### src/core/wdt_pkg.sv
// watchdog control package: register layout, reset values, timing counts
// assumes a 20 MHz core clock and a 32 kHz watchdog time base derived from it
// Summary of operation
// - prescale codes 0-7 select 16 ms..2048 ms
// - code 8 resets at once; above 8 reserved
// - for codes 0-7, interrupt-response bit gives interrupt, not reset
// - watchdog interrupt is high priority, unmaskable
// - timeout flag set on expiry; software clears
// - setting arm bit restarts the counter
// - software re-arms before period ends, else fires
// - arm cleared by software, reset, supply monitor
// - write takes effect only right after unlock
// - period is 2^prescale times 512 ticks
// - counter runs from a 32 kHz time base
package wdt_pkg;

    // ----------------------------------------------------------------
    // register map
    // ----------------------------------------------------------------
    localparam logic [7:0] CTRL_ADDR  = 8'hC0;
    localparam logic [7:0] CTRL_RESET = 8'h10;
    localparam int         PRE_LSB    = 4;
    localparam int         IRQM_BIT   = 3;
    localparam int         FLAG_BIT   = 2;
    localparam int         ARM_BIT    = 1;
    localparam int         UNLK_BIT   = 0;

    localparam logic [3:0] PRE_IMMEDIATE = 4'h8;

    // ----------------------------------------------------------------
    // timing
    // ----------------------------------------------------------------
    localparam int CLK_HZ     = 20_000_000;
    localparam int WD_HZ      = 32_000;
    localparam int TICK_DIV   = CLK_HZ / WD_HZ;
    localparam int BASE_TICKS = 512;
    localparam int CNT_W      = 17;

    typedef struct packed {
        logic [3:0] timeout_prescale;
        logic       irq_instead_of_reset;
        logic       timeout_flag;
        logic       dog_arm;
        logic       write_unlock;
    } ctrl_t;

endpackage : wdt_pkg

### src/core/wdt_tick.sv
// time-base divider: one-cycle enable pulse at the watchdog rate
// assumes the core clock is the only clock
`timescale 1ns/1ps
module wdt_tick #(
    parameter int DIV = wdt_pkg::TICK_DIV
) (
    // clock and reset
    input  wire logic ref_clk,
    input  wire logic sys_rst,
    // enable out
    output logic      tick_q
);
    logic [15:0] cnt_q;
    logic [15:0] cnt_d;
    logic        tick_d;

    always_comb begin
        tick_d = (cnt_q == 16'(DIV - 1));
        cnt_d  = tick_d ? 16'h0000 : cnt_q + 16'h0001;
    end

    always_ff @(posedge ref_clk) begin
        if (sys_rst) begin
            cnt_q  <= 16'h0000;
            tick_q <= 1'b0;
        end else begin
            cnt_q  <= cnt_d;
            tick_q <= tick_d;
        end
    end
endmodule : wdt_tick

### src/core/watchdog_timer_control.sv
// watchdog timer with a protected control register on the special-function bus
// assumes one core clock; sys_rst is the external hardware reset
`timescale 1ns/1ps
module watchdog_timer_control #(
    parameter int TICK_DIV = wdt_pkg::TICK_DIV
) (
    // clock and reset
    input  wire logic       ref_clk,
    input  wire logic       sys_rst,
    // special-function register port
    input  wire logic [7:0] sfr_addr,
    input  wire logic       sfr_wr,
    input  wire logic [7:0] sfr_wdata,
    output logic      [7:0] sfr_rdata_q,
    // instruction boundary and supply monitor
    input  wire logic       instr_end,
    input  wire logic       supply_monitor_irq,
    // watchdog actions
    output logic            wdt_reset_req_q,
    output logic            wdt_irq_q
);
    // ----------------------------------------------------------------
    // state
    // ----------------------------------------------------------------
    wdt_pkg::ctrl_t                 ctrl_q;
    wdt_pkg::ctrl_t                 ctrl_d;
    logic [wdt_pkg::CNT_W-1:0]      cnt_q;
    logic [wdt_pkg::CNT_W-1:0]      cnt_d;
    logic                           restart_q;
    logic                           restart_d;
    logic                           tick;
    logic [7:0]                     rdata_d;
    logic                           rst_req_d;
    logic                           irq_d;
    logic                           ctrl_wr;
    logic                           wr_ok;
    logic                           immediate;
    logic                           expire;
    logic [wdt_pkg::CNT_W-1:0]      limit;
    logic [wdt_pkg::CNT_W-1:0]      cnt_next;

    // ----------------------------------------------------------------
    // decode
    // ----------------------------------------------------------------
    function automatic logic is_ctrl_addr(input logic [7:0] addr);
        is_ctrl_addr = (addr == wdt_pkg::CTRL_ADDR);
    endfunction : is_ctrl_addr

    function automatic logic [wdt_pkg::CNT_W-1:0] period(input logic [3:0] pre);
        period = wdt_pkg::CNT_W'(wdt_pkg::BASE_TICKS) << pre[2:0];
    endfunction : period

    // ----------------------------------------------------------------
    // time base
    // ----------------------------------------------------------------
    wdt_tick #(
        .DIV     (TICK_DIV)
    ) u_tick (
        .ref_clk (ref_clk),
        .sys_rst (sys_rst),
        .tick_q  (tick)
    );

    // ----------------------------------------------------------------
    // next-state logic
    // ----------------------------------------------------------------
    always_comb begin
        ctrl_d    = ctrl_q;
        cnt_d     = cnt_q;
        restart_d = restart_q;
        rst_req_d = 1'b0;
        irq_d     = 1'b0;
        ctrl_wr   = sfr_wr && is_ctrl_addr(sfr_addr);
        cnt_next  = cnt_q + {{(wdt_pkg::CNT_W-1){1'b0}}, 1'b1};
        wr_ok     = ctrl_wr && ctrl_q.write_unlock;
        limit     = period(ctrl_q.timeout_prescale);
        // codes at or above 8 all fire at once
        immediate = ctrl_q.dog_arm && ctrl_q.timeout_prescale[3];
        expire    = 1'b0;

        // counter advances only on the time-base tick
        // disarmed: counter and any pending restart held clear
        if (!ctrl_q.dog_arm) begin
            cnt_d     = '0;
            restart_d = 1'b0;
        end else if (immediate) begin
            expire = 1'b1;
        end else if (tick) begin
            if (restart_q) begin
                cnt_d     = '0;
                restart_d = 1'b0;
            end else if (cnt_next >= limit) begin
                expire = 1'b1;
                cnt_d  = '0;
            end else begin
                cnt_d = cnt_next;
            end
        end

        // unlock handling
        // a locked write only loads the unlock bit, nothing else
        if (ctrl_wr && !ctrl_q.write_unlock) begin
            ctrl_d.write_unlock = sfr_wdata[wdt_pkg::UNLK_BIT];
        end else if (wr_ok || instr_end) begin
            ctrl_d.write_unlock = 1'b0;
        end

        if (wr_ok) begin
            ctrl_d.timeout_prescale     = sfr_wdata[wdt_pkg::PRE_LSB +: 4];
            ctrl_d.irq_instead_of_reset = sfr_wdata[wdt_pkg::IRQM_BIT];
            ctrl_d.dog_arm              = sfr_wdata[wdt_pkg::ARM_BIT];
            ctrl_d.timeout_flag         = ctrl_q.timeout_flag & sfr_wdata[wdt_pkg::FLAG_BIT];
            if (sfr_wdata[wdt_pkg::ARM_BIT]) begin
                restart_d = 1'b1;
            end
        end

        // expiry wins over a clearing write in the same cycle
        if (expire) begin
            ctrl_d.timeout_flag = 1'b1;
            if (ctrl_q.irq_instead_of_reset && !immediate) begin
                irq_d = 1'b1;
            end else begin
                rst_req_d      = 1'b1;
                ctrl_d.dog_arm = 1'b0;
            end
        end

        if (supply_monitor_irq) begin
            ctrl_d.dog_arm = 1'b0;
        end

        rdata_d = is_ctrl_addr(sfr_addr) ? ctrl_q : 8'h00;
    end

    // ----------------------------------------------------------------
    // registers
    // ----------------------------------------------------------------
    always_ff @(posedge ref_clk) begin
        if (sys_rst) begin
            ctrl_q          <= wdt_pkg::CTRL_RESET;
            cnt_q           <= '0;
            restart_q       <= 1'b0;
            sfr_rdata_q     <= 8'h00;
            wdt_reset_req_q <= 1'b0;
            wdt_irq_q       <= 1'b0;
        end else begin
            ctrl_q          <= ctrl_d;
            cnt_q           <= cnt_d;
            restart_q       <= restart_d;
            sfr_rdata_q     <= rdata_d;
            wdt_reset_req_q <= rst_req_d;
            wdt_irq_q       <= irq_d;
        end
    end
endmodule : watchdog_timer_control

### config.mk
export PLATFORM = sky130hd
export DESIGN_NAME = watchdog_timer_control
export DESIGN_NICKNAME = d
export VERILOG_FILES = /design/src/core/wdt_pkg.sv /design/src/core/wdt_tick.sv /design/src/core/watchdog_timer_control.sv
export SDC_FILE = /design/constraint.sdc
export NUM_CORES = 1
export LEC_CHECK = 0
export BUFFER_PORTS_ARGS = -buffer_cell sky130_fd_sc_hd__buf_4
export CORE_AREA = 8 8 88 90
export DETAILED_ROUTE_END_ITERATION = 12
export DIE_AREA = 0 0 96 98
export PLACE_DENSITY = 0.65
export SYNTH_ARGS = -nofsm -noshare
export SYNTH_HDL_FRONTEND = slang
export SYNTH_HIERARCHICAL = 1
export SYNTH_SLANG_ARGS = --single-unit
### constraint.sdc
create_clock -name ref_clk -period 3.25 [get_ports ref_clk]
set_clock_uncertainty 0.2 [all_clocks]
set_input_delay 0.4875 -clock ref_clk [delete_from_list [all_inputs] [get_ports ref_clk]]
set_output_delay 0.4875 -clock ref_clk [all_outputs]
set_load 0.02 [all_outputs]
==> Word-level counts from Yosys, hierarchy flattened <==
Cells that the tools add are included.
{ "word_totals": {"out_inout_bits": 10, "input_bits": 21, "register_bits": 53, "elab_cells": 58} }
{ "op_classes": {"n_eq_ne": 2, "n_addsub": 2, "n_reduce_logical": 16, "mux": 19, "bitwise_logic": 5, "shifts": 1, "n_lt_le_gt_ge": 1} }
{ "ops": {"columns": ["operator", "count"], "rows": [
  ["two-way mux 17 bit", 2],
  ["adder 17 x 1 -> 17 bit (second input constant)", 1],
  [">= comparator 17 bit", 1],
  ["<< shifter 10 x 3 -> 17 bit (first input constant)", 1],
  ["adder 16 x 1 -> 16 bit (second input constant)", 1],
  ["== test 16 x 10 -> 1 bit (second input constant)", 1],
  ["two-way mux 1 bit", 15],
  ["OR reduction 2 bit", 5],
  ["== test 8 bit (second input constant)", 1],
  ["logical AND 1 bit", 5],
  ["two-way mux 2 bit", 2],
  ["inverter 1 bit", 4],
  ["nonzero test 2 bit", 2],
  ["zero test 1 bit", 2],
  ["AND reduction 2 bit", 1],
  ["bitwise AND 1 bit", 1],
  ["logical OR 1 bit", 1]
]} }

==> Logic depth before layout (Yosys ltp) <==
Gate-level depths: netlist (run 1).
{ "depth": {"depth_word": 9, "ltp_mapped": 12, "mapped_depth_nobuf": 11} }

==> Hierarchy <==
Netlist (run 1), hierarchy kept.
{ "modules_own_cells": {"columns": ["module", "area_per_inst_um2", "cells_each", "instances"], "rows": [
  ["watchdog_timer_control", 1961.9, 226, 1],
  ["wdt_tick", 793.3, 86, 1]
]} }

==> Worst setup path before layout (run 1) <==
No wires, ideal clock.
{ "synth_path": {"path_type": "register -> register", "startpoint": "register cnt_q[0] (netlist name)", "endpoint": "register cnt_q[16] (netlist name)", "required_time_ns": 2.988, "setup_ns": 0.062, "arrival_ns": 2.504, "n_path_buf": 0, "synth_period_minus_slack_ns": 2.766, "setup_slack_ns": 0.484, "path_stages_with_launch": 12, "cell_sequence": "dfxtp_1 > ha_1 > nand3_2 > nor2_4 > nand3_2 > xnor2_1 > ha_1 > a21oi_1 > o2111ai_1 > a21oi_2 > or4b_1 > nand3_1"} }

==> summary.txt, run 1 <==
Status
  • Outcome: completed

STA
  • Max Freq: 326 MHz
  • Worst slew margin: 0.587
  • Final period utilization: 0.943
  • Final setup viols: 0
  • Final hold violations: 0
  • RSZ-0062 raised after global routing: false
  • Final worst path period need: 3.06 ns
  • Max-slew violations: 0
  • Min Hold Slack: around 0.20 ns
  • Final TNS setup: 0 ns
  • Worst-Margin Slew: between 0.6 and 0.7 ns

Drt
  • Avg WL per Cell: ~13 um
  • ANT nets after route: 0
  • Drt pass-1 iters: 4
  • Vias/cell: 5.24
  • Routed WL: around 5500 um
  • Number of vias in the routed layout: 2195
  • DRC: 0
  • Number of DRC markers in iteration 0: ~110

Worst setup path
  • Worst path cell trace: ha_1, nand3_2, nor2_4, nand3_2, xnor2_1, ha_1, a21oi_1, o2111ai_1, a21oi_2, or4b_1, nand3_1
  • Top Family by Delay on Critical Path: simple AND/OR/NAND/NOR gates
  • Worst Setup End Kind: flop
  • Number of cells on the critical path: 11
  • Crit path buffers/inverters: 0
  • Arr. time, crit path: 3.12 ns
  • Worst EP required: 3.31 ns
  • Worst path max stage delay: 0.47 ns
  • CP Launch Type: flop
  • CP max FO: 6
  • Critical path class: flop to flop
  • R2r worst-path depth: 11
  • Crit-path slowest cell: or4b_1

Synthesis
  • Synth Net Count: 345
  • Post-synthesis cell area: between 0.002 and 0.003 mm^2
  • Synth warnings: 6
  • Post-synth ARST share: 0
  • Post-synth EDFFs: 0
  • Seq/Total Area, Yosys: 0.385
  • Top FF cell, synth: dfxtp_1
  • Seq cells post-synth: 53
  • Yosys cell types: 52
  • Post-Syn Instances: 312
  • Mean Syn Cell Area: between 8 and 9 um^2

Floorplanning
  • Number of I/O pins: 31
  • Core footprint: about 0.0065 mm^2
  • Die area: about 0.0094 mm^2
  • Starting Density: 0.424
  • Die Width: about 96 um
  • Die Y-Extent: 98 um
  • Row cnt: 30

Clock tree
  • Clk slew on worst S/H paths: roughly 0.10 ns
  • Clock Path Buffers: 2
  • Root Buffer: clkbuf_8
  • CTS tree: built
  • Clk sinks: 53
  • Htree depth: 2
  • Total CTS buffers: 5
  • Setup bufs post-CTS: 0
  • Clk_lat worst skew: about 0.31 ns

GRT
  • Total gr overflow: 0
  • Largest net degree at the start of global routing: 18
  • First-pass GRT wire length: ~9300 um
  • GRT Total Usage: 0.120
  • Initial antenna violation count: 0
  • Vias in the first global route: 2033

Place
  • PortBufs: 30
  • Post-DP HPWL: 4040 um
  • Gpl congestion: 0.740

Power and ir drop
  • Cell Pwr Density: roughly 350 mW/mm^2
  • Leakage: 1.24 nW
  • Peak supply drop: between 0.2 and 0.3 mV

Final layout
  • Area growth, synth to finish: 13.2%
  • Diode count: 0
  • Layout cells sized above 1: 0.189
  • Nets@finish: 371

Worst hold path
  • Hold Path Class: input pin to flop
  • Hold Path Cell Cnt: 3

Job
  • Max-cap check violation count: 0
## report_power, final
group,switching (mW),internal [mW],total (mW),leakage [nW]
Sequential,0.00352,0.652,0.655,0.428
Clock,0.216,0.193,0.409,0.0542
Combinational,0.0149,0.0217,0.0366,0.755
## layout by cell type (no fill, tap or decap), types with 2 or more instances in the layout
| cell | synthesis | final |
|---|---|---|
| nand3_2 | 3 | 3 |
| a221o_1 | 3 | 3 |
| mux2i_1 | 8 | 8 |
| nand2b_1 | 2 | 2 |
| clkbuf_8 | 0 | 7 |
| inv_1 | 9 | 9 |
| nand3b_1 | 5 | 5 |
| buf_4 | 3 | 34 |
| a211o_1 | 2 | 2 |
| or3_1 | 2 | 2 |
| o21ai_0 | 3 | 3 |
| a21oi_2 | 3 | 3 |
| xor2_1 | 12 | 12 |
| xnor2_1 | 9 | 9 |
| or3b_2 | 2 | 2 |
| ha_1 | 12 | 12 |
| nand3_1 | 22 | 22 |
| nand4_1 | 10 | 10 |
| and4_1 | 5 | 5 |
| and3_1 | 11 | 11 |
| nand2_1 | 26 | 26 |
| dfxtp_1 | 53 | 52 |
| a31oi_1 | 6 | 6 |
| a21oi_1 | 9 | 9 |
| nor4b_1 | 2 | 2 |
| nor2_1 | 40 | 40 |
| and3_2 | 3 | 3 |
| a22oi_1 | 4 | 4 |
| and2_1 | 9 | 9 |
## worst min-delay path, stage by stage
cell and delay (ns):
buf_4 0.07, mux2i_1 0.05, nor2_1 0.07
## worst paths after layout
path | start | endpoint | slack, ns
max reg2reg | cnt_q[1]$_SDFFE_PP0P_ | cnt_q[16]$_SDFFE_PP0P_ | 0.19
min | sfr_wdata[5] | ctrl_q[5]$_SDFFE_PP0P_ | 0.20
max | cnt_q[1]$_SDFFE_PP0P_ | cnt_q[16]$_SDFFE_PP0P_ | 0.19
min reg2reg | ctrl_q[2]$_SDFFE_PP0P_ | sfr_rdata_q[2]$_SDFF_PP0_ | 0.27
## through the flow
step           cell area [um^2]  power, mW  instances  setup slack [ns]  utilization
6_report                   3120       1.10        419             0.186        0.480
5_1_grt                    3120       1.15        419            0.0264        0.480
3_5_place_dp               3010      0.708        411             0.227        0.464
3_3_place_gp               3010      0.707        411             0.277        0.464
4_1_cts                    3110       1.12        419             0.186        0.479
2_1_floorplan              2760      0.686        312             0.484            -
## registers in the layout (all words and copies together) (netlist names)
name and count:
cnt_q 17, ctrl_q 8, restart_q 1, sfr_rdata_q 8, u_tick/cnt_q 16, u_tick/tick_q 1, wdt_irq_q 1, wdt_reset_req_q 1
## cells by family after synthesis
group           share of synthesized area
simple gates                        0.320
fa+ha+maj                          0.0545
xor+xnor                           0.0668
mux                                0.0291
buf+inv                            0.0486
flops                               0.385
compound gates                     0.0963
## what timing repair did
action                                  4_1_cts  5_1_grt
resized for setup                             0        2
endpoints found under the setup margin        0       12
hold buffers                                  0        0
## layer usage
layer / share of wire / track usage
met1: 0.49 / 0.151
met2: 0.46 / 0.192
met3: 0.042 / 0.0361
met4: 0.0095 / 0.0320
met5: 0 / 0
## final cells by class
cell class,instances,area [um^2]
well taps,80,100
fillers,593,3380
repair buffers,34,255
inverters,9,33.8
clock buffers,7,96.3
clock inverters,1,5.00
flip-flops and latches,53,1060
multi-input cells,235,1570
## cell usage after synthesis (4+ instances only)
cell	n	area (um^2)
nand4_1	10	62.6
nand2_1	26	97.6
nand3b_1	5	37.5
nor2_1	40	150
buf_6	4	45.0
and3_1	11	68.8
a31oi_1	6	37.5
mux2i_1	8	80.1
inv_1	9	33.8
and2_1	9	56.3
ha_1	12	150
dfxtp_1	53	1060
a21oi_1	9	45.0
xnor2_1	9	78.8
clkbuf_1	6	22.5
xor2_1	12	105
nand3_1	22	110
and4_1	5	43.8
a22oi_1	4	30.0
Note: power is estimated with default switching activity, not from simulation.
==> run 2: changes to the inputs <==
CORE_AREA = 8 8 85 87   (was 8 8 88 90)
DIE_AREA = 0 0 93 95   (was 0 0 96 98)
PLACE_DENSITY = 0.67   (was 0.65)
SYNTH_HIERARCHICAL = not set   (was 1)
==> summary.txt, run 2 <==
Drt
  • Avg WL per Cell: 13.3 um
  • Number of vias in the routed layout: 2131
  • ANT nets after route: 0
  • DRC: 0
  • Number of DRC markers in iteration 0: roughly 110
  • Vias/cell: 5.27
  • Drt pass-1 iters: 4
  • Routed WL: approximately 5400 um

Final layout
  • Most flop-heavy register: cnt_q
  • Layout cells sized above 1: 0.188
  • Nets@finish: between 300 and 400
  • Fill cells: 571
  • Diode count: 0
  • Final Util: 0.518
  • Max reg flops: 17
  • Most frequent cells in the layout: 49 x dfxtp_1, 33 x buf_4, 31 x nor2_1, 29 x nand2_1, 17 x a31oi_1
  • Most common cell after layout, fill and taps aside: dfxtp_1
  • Area growth, synth to finish: 16.0%
  • Top flop regs: cnt_q x17, u_tick.cnt_q x16

Clock tree
  • Hold-fix buffers, CTS: 0
  • Setup bufs post-CTS: 0
  • Total CTS buffers: 5
  • Htree depth: 2
  • Clock Path Buffers: 2
  • Cells resized by post-CTS repair: 0
  • Clk slew on worst S/H paths: about 0.09 ns
  • CTS tree: built
  • Clk sinks: 53
  • Root Buffer: clkbuf_8
  • Clk_lat worst skew: about 0.31 ns

Synthesis
  • Synth Net Count: 330
  • Leading area contributor after synthesis: dfxtp_1
  • Seq cells post-synth: 53
  • Synth warnings: 0
  • Most frequent cell after synthesis: dfxtp_1
  • Post-synthesis cell area: 0.00260 mm^2
  • Post-Syn Instances: around 300
  • Top-area cell type share of the netlist area: 0.408
  • Seq/Total Area, Yosys: 0.408
  • Post-synth EDFFs: 0
  • Mean Syn Cell Area: a little under 9 um^2
  • Yosys cell types: 46
  • Post-synth ARST share: 0
  • Synth top area cells: dfxtp_1 41%, ha_1 5.8%, nor2_1 4.5%
  • Top FF cell, synth: dfxtp_1
  • Synth top cells by count: 53 x dfxtp_1, 31 x nor2_1, 29 x nand2_1

Worst setup path
  • Worst EP required: between 3 and 4 ns
  • CP Launch Type: flop
  • RR Startpoint: cnt_q[2]$_SDFFE_PP0P_
  • Crit-path slowest cell: dfxtp_1
  • Arr. time, crit path: 3.01 ns
  • Top Family by Delay on Critical Path: simple AND/OR/NAND/NOR gates
  • Critical path class: flop to flop
  • CP max FO: 14
  • Worst path max stage delay: around 0.4 ns
  • Worst path cell trace: and3_1, and4_2, nand4_1, xnor2_1, ha_1, a21oi_1, o21ai_0, a211oi_2, buf_6, nand3b_1, a31oi_1
  • Worst Setup End Kind: flop
  • Critical path origin: cnt_q[2]$_SDFFE_PP0P_
  • Crit path buffers/inverters: 1

GRT
  • Largest net degree at the start of global routing: 28
  • First-pass GRT wire length: just under 9000 um
  • Initial antenna violation count: 0
  • GRT Total Usage: 0.121
  • Vias in the first global route: 2013
  • Total gr overflow: 0

STA
  • Worst-Margin Slew: about 0.65 ns
  • Final TNS setup: 0 ns
  • Final worst path period need: approximately 3 ns
  • Min Hold Slack: approximately 0.2 ns
  • Final period utilization: 0.920
  • Final setup viols: 0
  • Max-slew violations: 0
  • Max Freq: about 330 MHz
  • Worst slew margin: 0.565
  • Final hold violations: 0

Floorplanning
  • Die Y-Extent: 95 um
  • Starting Density: 0.447
  • Number of I/O pins: 31
  • Core footprint: ~0.0058 mm^2
  • Die Width: 93 um
  • Row cnt: 28
  • Die area: 0.00884 mm^2

Job
  • Max-cap check violation count: 0

Status
  • Outcome: completed

Place
  • Gpl congestion: around 0.78
  • Post-DP HPWL: around 4000 um
  • PortBufs: 30

Worst hold path
  • Hold wc startpoint: sfr_wdata[4]
  • Hold Path Class: input pin to flop

Power and ir drop
  • Leakage: between 1 and 1.5 nW
  • Cell Pwr Density: about 360 mW/mm^2
  • Peak supply drop: 0.181 mV
-- run 2: kinds of logic after synthesis --
group / share of synthesized area
adders and majority gates: 0.0578
DFF: 0.408
AOI/OAI and AO/OA: 0.109
and+or+nand+nor: 0.291
muxes: 0.0347
buffers and inverters: 0.0284
xor gates and xnor gates: 0.0708
-- run 2: routing by layer --
metal | global-route usage | up-vias | wire [um]
met5 | 0 | - | 0
met4 | 0.0322 | 0 | 34
met3 | 0.0278 | 5 | 153
met2 | 0.215 | 24 | 2630
met1 | 0.143 | 977 | 2570
li1 | - | 1125 | -
-- run 2: layout make-up --
| cell class | count | area, um^2 | share of cell area |
|---|---|---|---|
| multi-input combinational | 225 | 1470 | 0.487 |
| clock inverter | 3 | 25.0 | 0.00830 |
| sequential | 53 | 1070 | 0.354 |
| clock buffer | 5 | 68.8 | 0.0228 |
| tap | 75 | 93.8 | 0.0311 |
| inverter | 9 | 33.8 | 0.0112 |
| timing repair buffer | 34 | 259 | 0.0859 |
-- run 2: metrics by stage --
step,instance area (um^2),worst slack (ns),std cells,power [mW]
finish,3010,0.261,404,1.07
global route,3010,-0.00402,404,1.12
CTS,2990,0.114,403,1.09
detailed placement,2900,0.137,395,0.709
global placement,2900,0.250,395,0.708
floorplan,2600,0.241,297,0.686
-- run 2: power by group --
group / total [mW] / internal (mW) / switching [mW]
combinational: 0.0370 / 0.0216 / 0.0154
sequential: 0.656 / 0.652 / 0.00388
clock: 0.378 / 0.156 / 0.222
total: 1.07 / 0.829 / 0.242
-- run 2: path summary, 6_finish.rpt --
kind	end	slack, ns	cells after the start
min	ctrl_q[4]$_SDFFE_PP1P_	0.20	3
max	cnt_q[2]$_SDFFE_PP0P_	0.26	11
max reg2reg	cnt_q[2]$_SDFFE_PP0P_	0.26	11
min reg2reg	restart_q$_SDFF_PP0_	0.28	2
-- run 2: worst min-delay path: stages --
cell	delay [ns]
buf_4	0.08
mux2i_1	0.05
nand2_1	0.06
